File: config.mk
export PLATFORM = sky130hd
export DESIGN_NAME = gpio_irq_latch_debounce
export DESIGN_NICKNAME = d
export VERILOG_FILES = /design/src/gpio_irq_pkg.sv /design/src/pin_filter_if.sv /design/src/pin_debounce.sv /design/src/pin_irq_latch.sv /design/src/gpio_irq_latch_debounce.sv
export SDC_FILE = /design/constraint.sdc
export NUM_CORES = 1
export LEC_CHECK = 0
export BUFFER_PORTS_ARGS = -buffer_cell sky130_fd_sc_hd__clkbuf_2
export CAP_MARGIN = 20
export CORE_ASPECT_RATIO = 0.5
export CORE_MARGIN = 1
export CORE_UTILIZATION = 52
export DETAILED_ROUTE_END_ITERATION = 10
export MAX_ROUTING_LAYER = met4
export PLACE_DENSITY = 0.82
export SYNTH_ARGS = -nofsm -noshare
export SYNTH_HDL_FRONTEND = slang
export SYNTH_SLANG_ARGS = --single-unit
File: constraint.sdc
create_clock -name pclk -period 2.5 [get_ports pclk]
set_clock_uncertainty 0.2 [all_clocks]
set_input_delay 0.125 -clock pclk [delete_from_list [all_inputs] [get_ports pclk]]
set_output_delay 0.125 -clock pclk [all_outputs]
set_load 0.01 [all_outputs]
File: src/gpio_irq_pkg.sv
// Purpose: Shared constants for the pin interrupt latch and de-bounce block
// Assumes: 32-bit APB data, byte addresses, nine pins
// Notes:   Each offset, field position and reset value is named here once
package gpio_irq_pkg;

  // ==========================================================================
  // Sizes
  localparam int unsigned PIN_COUNT  = 9;
  localparam int unsigned ADDR_WIDTH = 8;
  localparam int unsigned DATA_WIDTH = 32;

  // ==========================================================================
  // Register byte offsets
  localparam logic [7:0] LATCH_CLEAR_OFFSET  = 8'h20;
  localparam logic [7:0] DEBOUNCE_EN_OFFSET  = 8'h24;
  localparam logic [7:0] IRQ_MASK_OFFSET     = 8'h30;
  localparam logic [7:0] FILTERED_PIN_OFFSET = 8'h34;

  // ==========================================================================
  // Field positions and reset values
  localparam int unsigned PIN_FIELD_LSB = 0;
  localparam int unsigned PIN_FIELD_MSB = 8;
  localparam logic [8:0]  DEBOUNCE_EN_RESET = 9'h000;
  localparam logic [8:0]  IRQ_MASK_RESET    = 9'h000;
  localparam logic [8:0]  LATCH_RESET       = 9'h000;

  // ==========================================================================
  // Bus answer values
  localparam logic [31:0] READ_ZERO = 32'h0000_0000;

endpackage

File: src/pin_filter_if.sv
// Purpose: Carrier between the de-bounce stage and the interrupt latches
// Assumes: All signals on the bus clock
// Notes:   raw and tick come from the top's synchronisers
`timescale 1ns/10ps
interface pin_filter_if #(
  parameter int unsigned N = 9
);
  logic [N-1:0] raw;       // Synchronised pin levels
  logic         tick;      // One-cycle pulse per slow clock rising edge
  logic [N-1:0] db_en;     // Per-pin de-bounce enables
  logic [N-1:0] filtered;  // Level seen by interrupt detection

  modport filter (input raw, input tick, input db_en, output filtered);
  modport detect (input filtered);
  modport source (output raw, output tick, output db_en);
endinterface

File: src/pin_debounce.sv
// Purpose: Per-pin de-bounce filter sampled on slow clock ticks
// Assumes: tick is a single-cycle pulse on pclk
// Notes:   A disabled pin passes its raw level and keeps the filter primed
`timescale 1ns/10ps
module pin_debounce #(
  parameter int unsigned N = 9
) (
  // Clock and reset
  input  wire logic pclk,
  input  wire logic presetn,
  // Pins in, filtered out
  pin_filter_if.filter pf
);
  import gpio_irq_pkg::*;

  logic [N-1:0] samp_a_ff;
  logic [N-1:0] samp_b_ff;
  logic [N-1:0] stable_ff;

  genvar g;
  generate
    for (g = 0; g < N; g++) begin : g_pin
      // Two successive slow-clock samples of the pin
      always_ff @(posedge pclk or negedge presetn) begin
        if (!presetn) begin
          samp_a_ff[g] <= 1'b0;
          samp_b_ff[g] <= 1'b0;
        end else if (pf.tick) begin
          samp_a_ff[g] <= pf.raw[g];
          samp_b_ff[g] <= samp_a_ff[g];
        end
      end

      // Accept a new level only once two samples agree on it
      always_ff @(posedge pclk or negedge presetn) begin
        if (!presetn) begin
          stable_ff[g] <= 1'b0;
        end else if (!pf.db_en[g]) begin
          stable_ff[g] <= pf.raw[g];
        end else if (samp_a_ff[g] == samp_b_ff[g]) begin
          stable_ff[g] <= samp_b_ff[g];
        end
      end

      // Filtered or raw level toward detection
      assign pf.filtered[g] = pf.db_en[g] ? stable_ff[g] : pf.raw[g];
    end
  endgenerate

endmodule // pin_debounce

File: src/pin_irq_latch.sv
// Purpose: Per-pin interrupt detection and sticky latches
// Assumes: Configuration inputs are on pclk
// Notes:   sense high selects high level or rising edge
`timescale 1ns/10ps
module pin_irq_latch #(
  parameter int unsigned N = 9
) (
  // Clock and reset
  input  wire logic         pclk,
  input  wire logic         presetn,
  // Filtered pins
  pin_filter_if.detect      pf,
  // Configuration
  input  wire logic [N-1:0] is_input,
  input  wire logic [N-1:0] irq_enable,
  input  wire logic [N-1:0] mode_edge,
  input  wire logic [N-1:0] sense_high,
  input  wire logic [N-1:0] both_edge,
  // Clear pulses and latch state
  input  wire logic [N-1:0] clear,
  output logic      [N-1:0] latch
);
  import gpio_irq_pkg::*;

  logic [N-1:0] prev_ff;
  logic [N-1:0] latch_ff;
  logic [N-1:0] hit;

  // Previous filtered level for edge detection
  always_ff @(posedge pclk or negedge presetn) begin
    if (!presetn) begin
      prev_ff <= '0;
    end else begin
      prev_ff <= pf.filtered;
    end
  end

  genvar g;
  generate
    for (g = 0; g < N; g++) begin : g_pin
      logic rise;
      logic fall;
      logic edge_hit;
      logic lvl_hit;
      assign rise     = pf.filtered[g] & ~prev_ff[g];
      assign fall     = ~pf.filtered[g] & prev_ff[g];
      assign edge_hit = both_edge[g] ? (rise | fall)
                                     : (sense_high[g] ? rise : fall);
      assign lvl_hit  = sense_high[g] ? pf.filtered[g] : ~pf.filtered[g];
      assign hit[g]   = is_input[g] & irq_enable[g]
                        & (mode_edge[g] ? edge_hit : lvl_hit);
    end
  endgenerate

  // Sticky latches; a new event wins over a clear in the same cycle
  always_ff @(posedge pclk or negedge presetn) begin
    if (!presetn) begin
      latch_ff <= LATCH_RESET;
    end else begin
      latch_ff <= hit | (latch_ff & ~clear);
    end
  end

  assign latch = latch_ff;

endmodule // pin_irq_latch

File: src/gpio_irq_latch_debounce.sv
// Purpose: APB slave for pin interrupt latch clear and de-bounce enable
// Assumes: pclk 20 MHz; pins and slow clock are asynchronous to it
// Notes:   Latches drive the interrupt through a mask but are never readable
//
// Chosen here: the APB register port.
`timescale 1ns/10ps

// What this block does
// - Matching pin event sets a held latch
// - Writing one clears only that pin's latch
// - Zero writes ignored; clear register reads zero
// - No readable path to latch state
// - Active level re-sets latch right after clear
// - Filter sits before interrupt detection
// - Filter samples on the slow clock
// - Change must persist two slow cycles
// - De-bounce enable bit n controls pin n
// - Mode bit: zero level, one edge
// - Both-edge bit overrides sense in edge mode
// - Detect only on enabled input pins
module gpio_irq_latch_debounce #(
  parameter int unsigned N = gpio_irq_pkg::PIN_COUNT
) (
  // APB clock and reset
  input  wire logic                                pclk,
  input  wire logic                                presetn,
  // APB request
  input  wire logic                                psel,
  input  wire logic                                penable,
  input  wire logic                                pwrite,
  input  wire logic [gpio_irq_pkg::ADDR_WIDTH-1:0] paddr,
  input  wire logic [gpio_irq_pkg::DATA_WIDTH-1:0] pwdata,
  input  wire logic [3:0]                          pstrb,
  // APB answer
  output logic      [gpio_irq_pkg::DATA_WIDTH-1:0] prdata,
  output logic                                     pready,
  output logic                                     pslverr,
  // Pins and slow clock
  input  wire logic [N-1:0]                        pin_in,
  input  wire logic                                slow_clock,
  // Per-pin configuration from the port's other registers
  input  wire logic [N-1:0]                        pin_is_input,
  input  wire logic [N-1:0]                        pin_interrupt_enable,
  input  wire logic [N-1:0]                        pin_interrupt_mode_select,
  input  wire logic [N-1:0]                        pin_interrupt_sense_select,
  input  wire logic [N-1:0]                        pin_interrupt_both_edge_select,
  // Interrupt
  output logic                                     irq
);
  import gpio_irq_pkg::*;

  // ==========================================================================
  // Declarations
  logic [N-1:0]  pin_s1_ff;
  logic [N-1:0]  pin_s2_ff;
  logic          slow_s1_ff;
  logic          slow_s2_ff;
  logic          slow_s3_ff;
  logic [N-1:0]  debounce_en_ff;
  logic [N-1:0]  irq_mask_ff;
  logic [N-1:0]  clear_ff;
  logic [N-1:0]  latch;
  logic [31:0]   prdata_ff;
  logic          pready_ff;
  logic          pslverr_ff;
  logic          irq_ff;
  logic          setup;
  logic          wr_take;
  logic [31:0]   nxt_prdata;
  logic          nxt_err;

  // Address match against one register offset
  function automatic logic reg_hit(input logic [ADDR_WIDTH-1:0] a,
                                   input logic [7:0] off);
    reg_hit = (a == off[ADDR_WIDTH-1:0]);
  endfunction

  // Merge write data into a pin-wide field under byte strobes
  function automatic logic [N-1:0] strb_merge(input logic [N-1:0] old,
                                              input logic [31:0] wd,
                                              input logic [3:0] st);
    logic [31:0] m;
    m = {{8{st[3]}}, {8{st[2]}}, {8{st[1]}}, {8{st[0]}}};
    strb_merge = (old & ~m[N-1:0]) | (wd[N-1:0] & m[N-1:0]);
  endfunction

  // ==========================================================================
  // Synchronisers
  // Two flops on each pin before any logic
  always_ff @(posedge pclk or negedge presetn) begin
    if (!presetn) begin
      pin_s1_ff <= '0;
      pin_s2_ff <= '0;
    end else begin
      pin_s1_ff <= pin_in;
      pin_s2_ff <= pin_s1_ff;
    end
  end

  // Slow clock synchronised, third flop finds its rising edge
  always_ff @(posedge pclk or negedge presetn) begin
    if (!presetn) begin
      slow_s1_ff <= 1'b0;
      slow_s2_ff <= 1'b0;
      slow_s3_ff <= 1'b0;
    end else begin
      slow_s1_ff <= slow_clock;
      slow_s2_ff <= slow_s1_ff;
      slow_s3_ff <= slow_s2_ff;
    end
  end

  // ==========================================================================
  // Filter and latches
  pin_filter_if #(.N(N)) pf ();

  assign pf.raw   = pin_s2_ff;
  assign pf.tick  = slow_s2_ff & ~slow_s3_ff;
  assign pf.db_en = debounce_en_ff;

  pin_debounce #(.N(N)) u_debounce (
    .pclk    (pclk),
    .presetn (presetn),
    .pf      (pf.filter)
  );

  pin_irq_latch #(.N(N)) u_latch (
    .pclk       (pclk),
    .presetn    (presetn),
    .pf         (pf.detect),
    .is_input   (pin_is_input),
    .irq_enable (pin_interrupt_enable),
    .mode_edge  (pin_interrupt_mode_select),
    .sense_high (pin_interrupt_sense_select),
    .both_edge  (pin_interrupt_both_edge_select),
    .clear      (clear_ff),
    .latch      (latch)
  );

  // ==========================================================================
  // APB slave
  assign setup   = psel & ~penable;
  assign wr_take = psel & penable & pready_ff & pwrite;

  // Read data and error chosen in the setup cycle
  always_comb begin
    nxt_prdata = READ_ZERO;
    nxt_err    = 1'b0;
    if (reg_hit(paddr, LATCH_CLEAR_OFFSET)) begin
      nxt_prdata = READ_ZERO;
    end else if (reg_hit(paddr, DEBOUNCE_EN_OFFSET)) begin
      nxt_prdata[N-1:0] = debounce_en_ff;
    end else if (reg_hit(paddr, IRQ_MASK_OFFSET)) begin
      nxt_prdata[N-1:0] = irq_mask_ff;
    end else if (reg_hit(paddr, FILTERED_PIN_OFFSET)) begin
      nxt_prdata[N-1:0] = pf.filtered;
    end else begin
      nxt_err = 1'b1;
    end
  end

  // One wait-free access phase: ready rises after each setup cycle
  always_ff @(posedge pclk or negedge presetn) begin
    if (!presetn) begin
      pready_ff  <= 1'b0;
      pslverr_ff <= 1'b0;
      prdata_ff  <= READ_ZERO;
    end else begin
      pready_ff  <= setup;
      pslverr_ff <= setup & nxt_err;
      if (setup && !pwrite) begin
        prdata_ff <= nxt_prdata;
      end else if (!setup) begin
        prdata_ff <= READ_ZERO;
      end
    end
  end

  // De-bounce enables, reset to off
  always_ff @(posedge pclk or negedge presetn) begin
    if (!presetn) begin
      debounce_en_ff <= DEBOUNCE_EN_RESET;
    end else if (wr_take && reg_hit(paddr, DEBOUNCE_EN_OFFSET)) begin
      debounce_en_ff <= strb_merge(debounce_en_ff, pwdata, pstrb);
    end
  end

  // Interrupt mask over the latches
  always_ff @(posedge pclk or negedge presetn) begin
    if (!presetn) begin
      irq_mask_ff <= IRQ_MASK_RESET;
    end else if (wr_take && reg_hit(paddr, IRQ_MASK_OFFSET)) begin
      irq_mask_ff <= strb_merge(irq_mask_ff, pwdata, pstrb);
    end
  end

  // One-cycle clear pulse per written one; zeros do nothing
  always_ff @(posedge pclk or negedge presetn) begin
    if (!presetn) begin
      clear_ff <= '0;
    end else if (wr_take && reg_hit(paddr, LATCH_CLEAR_OFFSET)) begin
      clear_ff <= strb_merge('0, pwdata, pstrb);
    end else begin
      clear_ff <= '0;
    end
  end

  // ==========================================================================
  // Interrupt output, level while any unmasked latch is set
  always_ff @(posedge pclk or negedge presetn) begin
    if (!presetn) begin
      irq_ff <= 1'b0;
    end else begin
      irq_ff <= |(latch & irq_mask_ff);
    end
  end

  assign prdata  = prdata_ff;
  assign pready  = pready_ff;
  assign pslverr = pslverr_ff;
  assign irq     = irq_ff;

endmodule // gpio_irq_latch_debounce

==> run summary, run 1 <==
Vias in the first global route: 4014
Fmax: 439 MHz
N_diodes: 0
Worst path slowest cell: dlygate4sd3_1
CP cell instances: dlygate4sd3_1, clkbuf_2, nand4_1, buf_4, nor3_1, mux2_2, dlygate4sd3_1
CTS sink cnt: 105
Sum Neg Setup Slack: 0 ps
Final worst path period need: 2280 ps
Routing usage on met2: 45.1%
Most frequent cells in the layout: 105 x dfrtp_1, 89 x clkbuf_2, 66 x dlygate4sd3_1
Commonest non-fill, non-tap cell in the layout: dfrtp_1
Multi-input gate area: 1970 um^2
Area grow syn2layout: 34.1%
Largest cells by area after synthesis: dfrtp_1 55%, mux2_2 11%, ha_1 4.7%
WHS: 20.9 ps
Fillers: 570
Clk buf depth: 2
Global-route usage over all layers: 27.4%
Critical path arrival: 2310 ps
Area leader, netlist: dfrtp_1
Leakage: 3.09 nW
Wirelength per Cell: 16.7 um
Final Non-Filler Cells: 705
Max H-tree Level: 3
Met3 Use GR: 7.09%
WP data required: 2530 ps
CP startpoint kind: primary input
Power share of the combinational group: 11.4%
Endpoints failing setup: 0
Register bit total from synthesis: 105
CTS tree: yes
Initial Utilization: 54.2%
Antenna violations before repair: 0
Max-Cap Viols: 0
Detailed Routing Iterations Pass 1: 4
Die width: 138 um
Post CTS Setup Buffer Count: 0
Sequential Power Share: 47.4%
Die Area: 9610 um^2
Final period util: 91.1%
Synth warnings: 0
Post-synthesis cell count: 407
Total power: 3.91 mW
Clock Latency Late Sink: 350 ps
Clock network power share: 41.2%
Crit Path Max Fanout: 4
Cell area after synthesis: 4780 um^2
Yosys top cell area share: 54.9%
Reg clk slew, reported paths: 70 ps
Switch share: 22.4%
Hold Crit Class: primary input to flip-flop
Slowest stage delay, CP: 550 ps
Status: finished, final reports clean
Aggregate global routing overflow: 0
Critical Path Most Common Cell: dlygate4sd3_1
Gp weighted congestion: 0.810
NumNets Final: 705
First-pass GRT wire length: 19100 um
Core area: 8830 um^2
PwrDens: 609 nW/um^2
Max VDD drop: 0.000395 V
DRT Wirelength: 11800 um
Root Driver: clkbuf_16
Cts bufs inserted: 9
Post-route ant nets: 0
Power Internal: 3.03 mW
Avg Inst Size Synth: 11.8 um^2
Dpl cells: 623
Normalized max-slew margin: 62.6%
Fin. Hold Viols: 0
Slew Limit Fails: 0
Initial DRC count: 235
GRT busiest layer: met2
Detail Placement HPWL: 7110 um
FF/Latch Area: 2630 um^2
Detailed-route via count: 3796
Sequential-to-total area share from yosys stat: 54.9%
Switch Pwr: 0.876 mW
Top Family by Delay on Critical Path: buffers and inverters
Port Buffers: 90
Synth unique cells: 34
Critical setup path kind: primary input to flip-flop
Critical Path Sink Type: flip-flop
Met1 Resource Use GR: 32.8%
Actual slew at the worst max-slew pin: 562 ps
Worst Path Buf+Inv: 4
Share of layout cells above drive strength 1: 29.4%
Vias/cell: 5.38
DRC: 0
Top Ports: 139
RSZ-0062 raised after global routing: no
Largest net degree at the start of global routing: 45
Die Ht: 69.8 um
Std cell rows: 24
[tightest hold or removal path: cells and delay by family]
kind	cells	cell delay, ps
XOR/XNOR	1	120
buffers and inverters	1	110
AO/OA/AOI/OAI	1	150
[path summary, 6_finish.rpt]
path                                          startpoint                 end  slack (ps)  depth (start not counted)
min reg2reg                                 pin_s1_ff[2]           pf.raw[2]         140                          0
min in group asynchronous                        presetn  u_latch.prev_ff[4]         110                          2
max                                              penable           flip-flop         220                          7
min                        pin_interrupt_sense_select[8]    u_latch.latch[8]          20                          3
max reg2reg                                    flip-flop    u_latch.latch[5]         250                          7
max in group asynchronous                        presetn  u_latch.prev_ff[5]        1280                          3
[power by group through the flow]
stage	clock network (mW)	logic, mW	registers [mW]
floorplan	0	0.215	1.86
global placement	0	0.339	1.87
detailed placement	0	0.356	1.88
CTS	1.62	0.439	1.85
global route	1.69	0.493	1.86
finish	1.61	0.446	1.85
[metrics by stage]
| step | cell area, um^2 | util, % | setup slack, ps |
|---|---|---|---|
| after floorplan | 4870 | - | 540 |
| after global placement | 5410 | 61.3 | 387 |
| after detailed placement | 5410 | 61.3 | 261 |
| after CTS | 6420 | 72.7 | 248 |
| after global routing | 6420 | 72.7 | 78.6 |
| final | 6420 | 72.7 | 223 |
[cells in the mapped netlist]
master,instances
a21boi_0,9
a21oi_1,27
a221oi_1,1
a222oi_1,1
a22o_1,1
a22oi_1,1
and2_1,1
and2_2,1
and3_1,9
buf_1,2
buf_4,23
clkbuf_1,6
conb_1,1
dfrtp_1,105
ha_1,18
inv_1,19
mux2_2,45
nand2_1,31
nand2b_1,18
nand3_1,1
nand3b_2,1
nand4_1,1
nor2b_1,14
nor3_1,3
nor4_2,1
nor4_4,1
nor4b_4,1
o211ai_1,9
o21ai_0,27
o21ai_1,1
o22ai_1,9
o311ai_0,9
or3_1,1
xnor2_1,9
[logic make-up (layout without fill, tap and decap cells)]
logic type / count (synthesis) / in the layout / synth area share, %
DFF: 105 / 105 / 54.9
AOI/OAI and AO/OA: 95 / 95 / 12.1
and+or+nand+nor: 84 / 84 / 10.2
buffers and inverters: 50 / 209 / 5.73
muxes: 45 / 45 / 10.6
adders and majority gates: 18 / 18 / 4.71
xor gates and xnor gates: 9 / 9 / 1.65
other: 1 / 23 / 0.0784
[what timing repair did]
action                                  4_1_cts  5_1_grt
gates resized for setup                       0        0
hold endpoints to repair                     90        0
endpoints found under the setup margin        0        0
hold buffers                                 66        0
[per-layer routing]
layer	share of wire [%]	vias up
met5	0	-
met4	2.3	0
met3	7.5	30
met2	49	169
met1	41	1866
li1	-	1731
[area by class of cell]
| class | count | area share, % |
|---|---|---|
| clock buffer | 11 | 3.78 |
| tap | 117 | 2.28 |
| sequential | 105 | 40.9 |
| multi-input combinational | 274 | 30.6 |
| timing repair buffer | 174 | 19.7 |
| inverter | 19 | 1.11 |
| clock inverter | 5 | 1.60 |
(Power assumes the default switching activity.)
==> inputs of run 2 (changes only) <==
--- a/config.mk
+++ b/config.mk
@@ -15,4 +15,5 @@
 export PLACE_DENSITY = 0.82
 export SYNTH_ARGS = -nofsm -noshare
 export SYNTH_HDL_FRONTEND = slang
+export SYNTH_HIERARCHICAL = 1
 export SYNTH_SLANG_ARGS = --single-unit
==> run 2 against run 1 <==
  * The run now ends with DRC left
  * Utilization is 3.8 points lower
  * Worst hold slack gained 14 ps
  * Non-clock buffer count fell by 36
  * Fmax down 4.7%
  * Sequential share of layout area increased by 1.8 points
  * Flip-flop and latch count stayed put
  * Synthesized area rose by 2.0%
  * Design area is 4.3% lower
  * Total power is 5.6% lower
==> run summary, run 2 <==
Status: finished with violations
Failing checks: DRC
Avg Inst Size Synth: 12.3 um^2
Max H-tree Level: 3
Slew Limit Fails: 0
Port Buffers: 90
PwrDens: 600 nW/um^2
Hold Crit Class: primary input to flip-flop
Synth unique cells: 37
Reg clk slew, reported paths: 70 ps
Compound-Gate Fraction of Synth Area: 9.87%
Worst r2r dst: u_latch/latch[7]
Die Area: 9800 um^2
Wire length on met3: 641 um
Max-Cap Viols: 0
Aggregate global routing overflow: 0
Mux contribution to synthesized area: 11.2%
Largest net degree at the start of global routing: 52
Critical Path Sink Type: flip-flop
Core area: 8920 um^2
Post-route ant nets: 0
Xor/xnor share of the synthesized area: 1.61%
Area leader, netlist: dfrtp_1
Yosys top cell area share: 53.8%
Actual slew at the worst max-slew pin: 790 ps
Detailed Routing Iterations Pass 1: 11
Max VDD drop: 0.000357 V
Final Worst Setup Slack: 111 ps
Detailed-route via count: 3537
Top cells by count, synth: 105 x dfrtp_1, 35 x mux2_2, 27 x nand2_1
WP data required: 2530 ps
Post-place setup slack: 594 ps
Clk buf depth: 2
R2R cell count: 8
Final period util: 95.5%
Commonest non-fill, non-tap cell in the layout: dfrtp_1
Reg2Reg Setup Slack: 110 ps
Met2 WL: 5010 um
Initial Utilization: 54.7%
CTS tree: yes
Crit Path Max Fanout: 5
Top Ports: 139
Sequential-to-total area share from yosys stat: 53.8%
Fin. Hold Viols: 0
Critical setup path kind: flip-flop to flip-flop
Clock Latency Late Sink: 350 ps
Fraction of the mapped netlist area in simple logic gates: 12.7%
Detail Placement HPWL: 6750 um
Die width: 139 um
Area grow syn2layout: 25.9%
Post-synth EDFFs: 0
Normalized max-slew margin: 47.2%
Root Driver: clkbuf_16
DR top layer: met4
Endpoints failing setup: 0
N_diodes: 0
Initial DRC count: 237
Multi-input gate area: 2050 um^2
Vias in the first global route: 3588
Std cell rows: 24
Global-route usage over all layers: 24.1%
Sum Neg Setup Slack: 0 ps
NumNets Final: 661
Top-count cell post-synth: dfrtp_1
Final Non-Filler Cells: 661
DRC: 8
Gp weighted congestion: 0.807
Vias/cell: 5.35
FFs w/ async S/R, synth: 100%
Most frequent cells in the layout: 105 x dfrtp_1, 89 x clkbuf_2, 44 x dlygate4sd3_1
Synth Area in Adders: 4.61%
Post-synthesis cell count: 398
CP startpoint kind: flip-flop
Fmax: 419 MHz
Largest cells by area after synthesis: dfrtp_1 54%, mux2_2 8.1%, ha_1 4.6%
Main flop type after synthesis: dfrtp_1
Wirelength per Cell: 15.6 um
Cell area after synthesis: 4880 um^2
RSZ-0062 raised after global routing: no
Largest family of logic cells by synthesized area: simple AND/OR/NAND/NOR gates
Cts bufs inserted: 9
Critical path arrival: 2420 ps
Die Ht: 70.5 um
DRT Wirelength: 10300 um
Synth warnings: 6
Fillers: 617
First-pass GRT wire length: 17400 um
M1 wire length: 4420 um
FF/Latch Area: 2630 um^2
Register bit total from synthesis: 105
Crit path capture: u_latch/latch[7]
Dpl cells: 601
Final worst path period need: 2390 ps
Share of layout cells above drive strength 1: 31.1%
Leakage: 2.99 nW
Antenna violations before repair: 0
CTS sink cnt: 105
Post CTS Setup Buffer Count: 0
run 2: cell types whose count changed in the layout (fill, tap and decap cells not counted), sizes merged, moves of 10 or more:
cell	previous run	this run
buf	19	5
o21ai	28	18
a22o	1	19
dlygate4sd3	66	44
nand4	1	14
a21oi	27	9
run 2: cell families (layout without fill, tap and decap cells):
group           Yosys count  in the layout
xor+xnor                  9              9
buf+inv                  50            174
mux                      45             45
other cells               1             23
fa+ha+maj                18             18
compound gates           68             68
flops                   105            105
simple gates            102            102
run 2: critical path: stages (launching register included):
cell	delay (ps)
dfrtp_1	430
nand2b_1	190
nand2_2	130
inv_1	70
ha_1	200
nor2b_1	140
a211oi_1	210
o221ai_1	130
dlygate4sd3_1	580
run 2: repair_timing:
action | CTS | global route
resized for setup | 0 | 5
hold buffers | 44 | 0
endpoints found under the hold margin | 96 | 0
endpoints found under the setup margin | 0 | 5
run 2: routing by layer:
layer	vias up	track usage (%)
met2	124	39.3
met5	-	-
met1	1729	28.7
li1	1658	-
met4	0	10.2
met3	26	6.17
run 2: how the worst min path moves through the flow:
| stage | startpoint | endpoint | slack, ps | cells after the start |
|---|---|---|---|---|
| 2_1_floorplan | presetn | asynchronous set/reset pin | -370 | 0 |
| 3_3_place_gp | presetn | pin_s1_ff[0] | -10 | 1 |
| 3_5_place_dp | presetn | pin_s1_ff[0] | -3 | 1 |
| 4_1_cts | paddr[6] | pslverr | 30 | 4 |
| 5_1_grt | paddr[6] | flip-flop | 60 | 4 |
| 6_report | paddr[6] | flip-flop | 30 | 4 |
run 2: final cells by class:
class	count	share of cell area, %
Inverter	20	1.22
Clock buffer	10	3.89
Sequential cell	105	42.8
Tap cell	117	2.38
Multi-Input combinational cell	265	33.4
Timing Repair Buffer	138	15.2
Clock inverter	6	1.10
run 2: power breakdown:
group | leakage [nW] | total (mW) | switching [mW] | internal [mW]
Clock | 0.145 | 1.42 | 0.620 | 0.805
Combinational | 1.56 | 0.414 | 0.199 | 0.215
Sequential | 1.29 | 1.85 | 0.0596 | 1.79
Total | 2.99 | 3.69 | 0.879 | 2.81
run 2: per-stage QoR:
stage | total power, mW | area (um^2) | util [%] | hold slack [ps]
floorplan | 2.10 | 4960 | - | -371
global placement | 2.23 | 5380 | 60.4 | -9.95
detailed placement | 2.25 | 5380 | 60.4 | -2.64
CTS | 3.71 | 6130 | 68.7 | 25.2
global route | 3.84 | 6140 | 68.9 | 62.9
finish | 3.69 | 6140 | 68.9 | 34.8
==> inputs of run 3 (changes only) <==
--- a/config.mk
+++ b/config.mk
@@ -9,10 +9,12 @@
 export CAP_MARGIN = 20
 export CORE_ASPECT_RATIO = 0.5
 export CORE_MARGIN = 1
-export CORE_UTILIZATION = 52
+export CORE_UTILIZATION = 54
+export CTS_BUF_LIST = sky130_fd_sc_hd__clkbuf_4 sky130_fd_sc_hd__clkbuf_8
 export DETAILED_ROUTE_END_ITERATION = 10
 export MAX_ROUTING_LAYER = met4
-export PLACE_DENSITY = 0.82
+export PLACE_DENSITY = 0.84
+export SKIP_LAST_GASP = 1
 export SYNTH_ARGS = -nofsm -noshare
 export SYNTH_HDL_FRONTEND = slang
 export SYNTH_HIERARCHICAL = 1
==> run 3 against run 2 <==
  * The run now ends clean
  * Routed wire length up 7.0%
  * Utilization is 0.88 points higher
  * Register-to-register slack worse by 30 ps
  * Global-route usage rose by 1.3 points
  * Die area is 3.6% lower
==> run summary, run 3 (synthesis gave the netlist of run 2 again) <==
Vias in the first global route: 3681
CTS tree: yes
Share of layout cells above drive strength 1: 30.9%
Initial DRC count: 247
DRT Wirelength: 11100 um
Cts bufs inserted: 9
Core area: 8740 um^2
Multi-input gate area: 2050 um^2
Reg clk slew, reported paths: 100 ps
Slew Limit Fails: 0
Clk buf depth: 2
Placement Cell Area: 5380 um^2
Post-route ant nets: 0
Crit Path Max Fanout: 3
Endpoints failing setup: 0
Port Buffers: 90
Max H-tree Level: 3
Max VDD drop: 0.000376 V
First-pass GRT wire length: 17500 um
Detailed Routing Iterations Pass 1: 6
Largest net degree at the start of global routing: 49
Fin. Hold Viols: 0
Fin area: 6100 um^2
Detailed-route via count: 3566
Normalized max-slew margin: 58.8%
DRC: 0
Total power: 3.46 mW
Final worst path period need: 2450 ps
Leakage: 2.97 nW
Commonest non-fill, non-tap cell in the layout: dfrtp_1
Aggregate global routing overflow: 0
CTS sink cnt: 105
Die Area: 9450 um^2
Final period util: 98.0%
Vias/cell: 5.37
Antenna violations before repair: 0
FF/Latch Area: 2630 um^2
Critical Path Sink Type: flip-flop
Die width: 136 um
NumNets Final: 664
Sum Neg Setup Slack: 0 ps
Critical path arrival: 2530 ps
Critical setup path kind: primary input to flip-flop
Status: finished, final reports clean
Reg2Reg Setup Slack: 80 ps
N_diodes: 0
Global-route usage over all layers: 25.4%
WP data required: 2580 ps
Std cell rows: 24
Post-place setup slack: 535 ps
Root Driver: clkbuf_8
Detail Placement HPWL: 6810 um
Max-Cap Viols: 0
Hold Crit Class: primary input to asynchronous set/reset pin
R2R cell count: 8
Fillers: 591
Most frequent cells in the layout: 105 x dfrtp_1, 89 x clkbuf_2, 47 x dlygate4sd3_1
Fmax: 408 MHz
Top Ports: 139
Wirelength per Cell: 16.7 um
CP startpoint kind: primary input
Final Worst Setup Slack: 50.3 ps
Initial Utilization: 55.9%
Die Ht: 69.2 um
PwrDens: 568 nW/um^2
Clock Latency Late Sink: 380 ps
Worst r2r dst: u_latch/latch[2]
Actual slew at the worst max-slew pin: 614 ps
WHS: 4.87 ps
Area grow syn2layout: 24.9%
Gp weighted congestion: 0.804
==> run 3: cell count changes in the layout (fill, tap and decap cells not counted), sizes merged <==
cell         previous run  this run
clkinv                  3         1
dlygate4sd3            44        47
bufinv                  1         2
clkinvlp                2         1
clkbuf                 99       101
==> run 3: per-stage QoR <==
step	std cells	util [%]
after floorplan	420	-
after global placement	601	61.6
after detailed placement	601	61.6
after CTS	664	69.6
after global routing	664	69.8
final	664	69.8
==> run 3: worst max path at each step <==
stage / startpoint / end / slack, ps / depth (start not counted)
5_1_grt: flip-flop / u_latch/latch[2] / -20 / 8
3_5_place_dp: paddr[4] / flip-flop / 540 / 4
6_report: paddr[1] / pslverr / 50 / 7
4_1_cts: flip-flop / u_latch/latch[4] / 140 / 8
3_3_place_gp: paddr[4] / flip-flop / 550 / 4
2_1_floorplan: pready / flip-flop / 860 / 4
==> run 3: layout make-up <==
cell class / instances / area share [%]
flip-flops and latches: 105 / 43.1
multi-input cells: 265 / 33.7
repair buffers: 141 / 15.8
clock buffers: 12 / 2.50
well taps: 117 / 2.40
clock inverters: 4 / 1.25
inverters: 20 / 1.23
==> run 3: routing by layer <==
metal	track usage (%)	share of wire [%]
met5	-	0
met2	41.7	51
met4	10.9	2.5
met1	29.7	41
met3	6.51	5.3
==> run 3: critical path: stages <==
cell and delay, ps:
dlygate4sd3_1 530, clkbuf_2 140, or3_4 420, dlygate4sd3_1 570, nor2_1 100, dlygate4sd3_1 580, nor2_1 60
==> run 3: where the power goes <==
group          switching, mW  total (mW)  internal [mW]
Combinational          0.206       0.423          0.218
Clock                  0.573        1.19          0.616
Sequential            0.0647        1.85           1.79
Total                  0.843        3.46           2.62
==> run 3: timing repair <==
action / CTS / global route
hold buffers: 47 / 0
endpoints found under the setup margin: 0 / 5
gates resized for setup: 0 / 5
endpoints found under the hold margin: 153 / 0
buffers inserted: 0 / 0
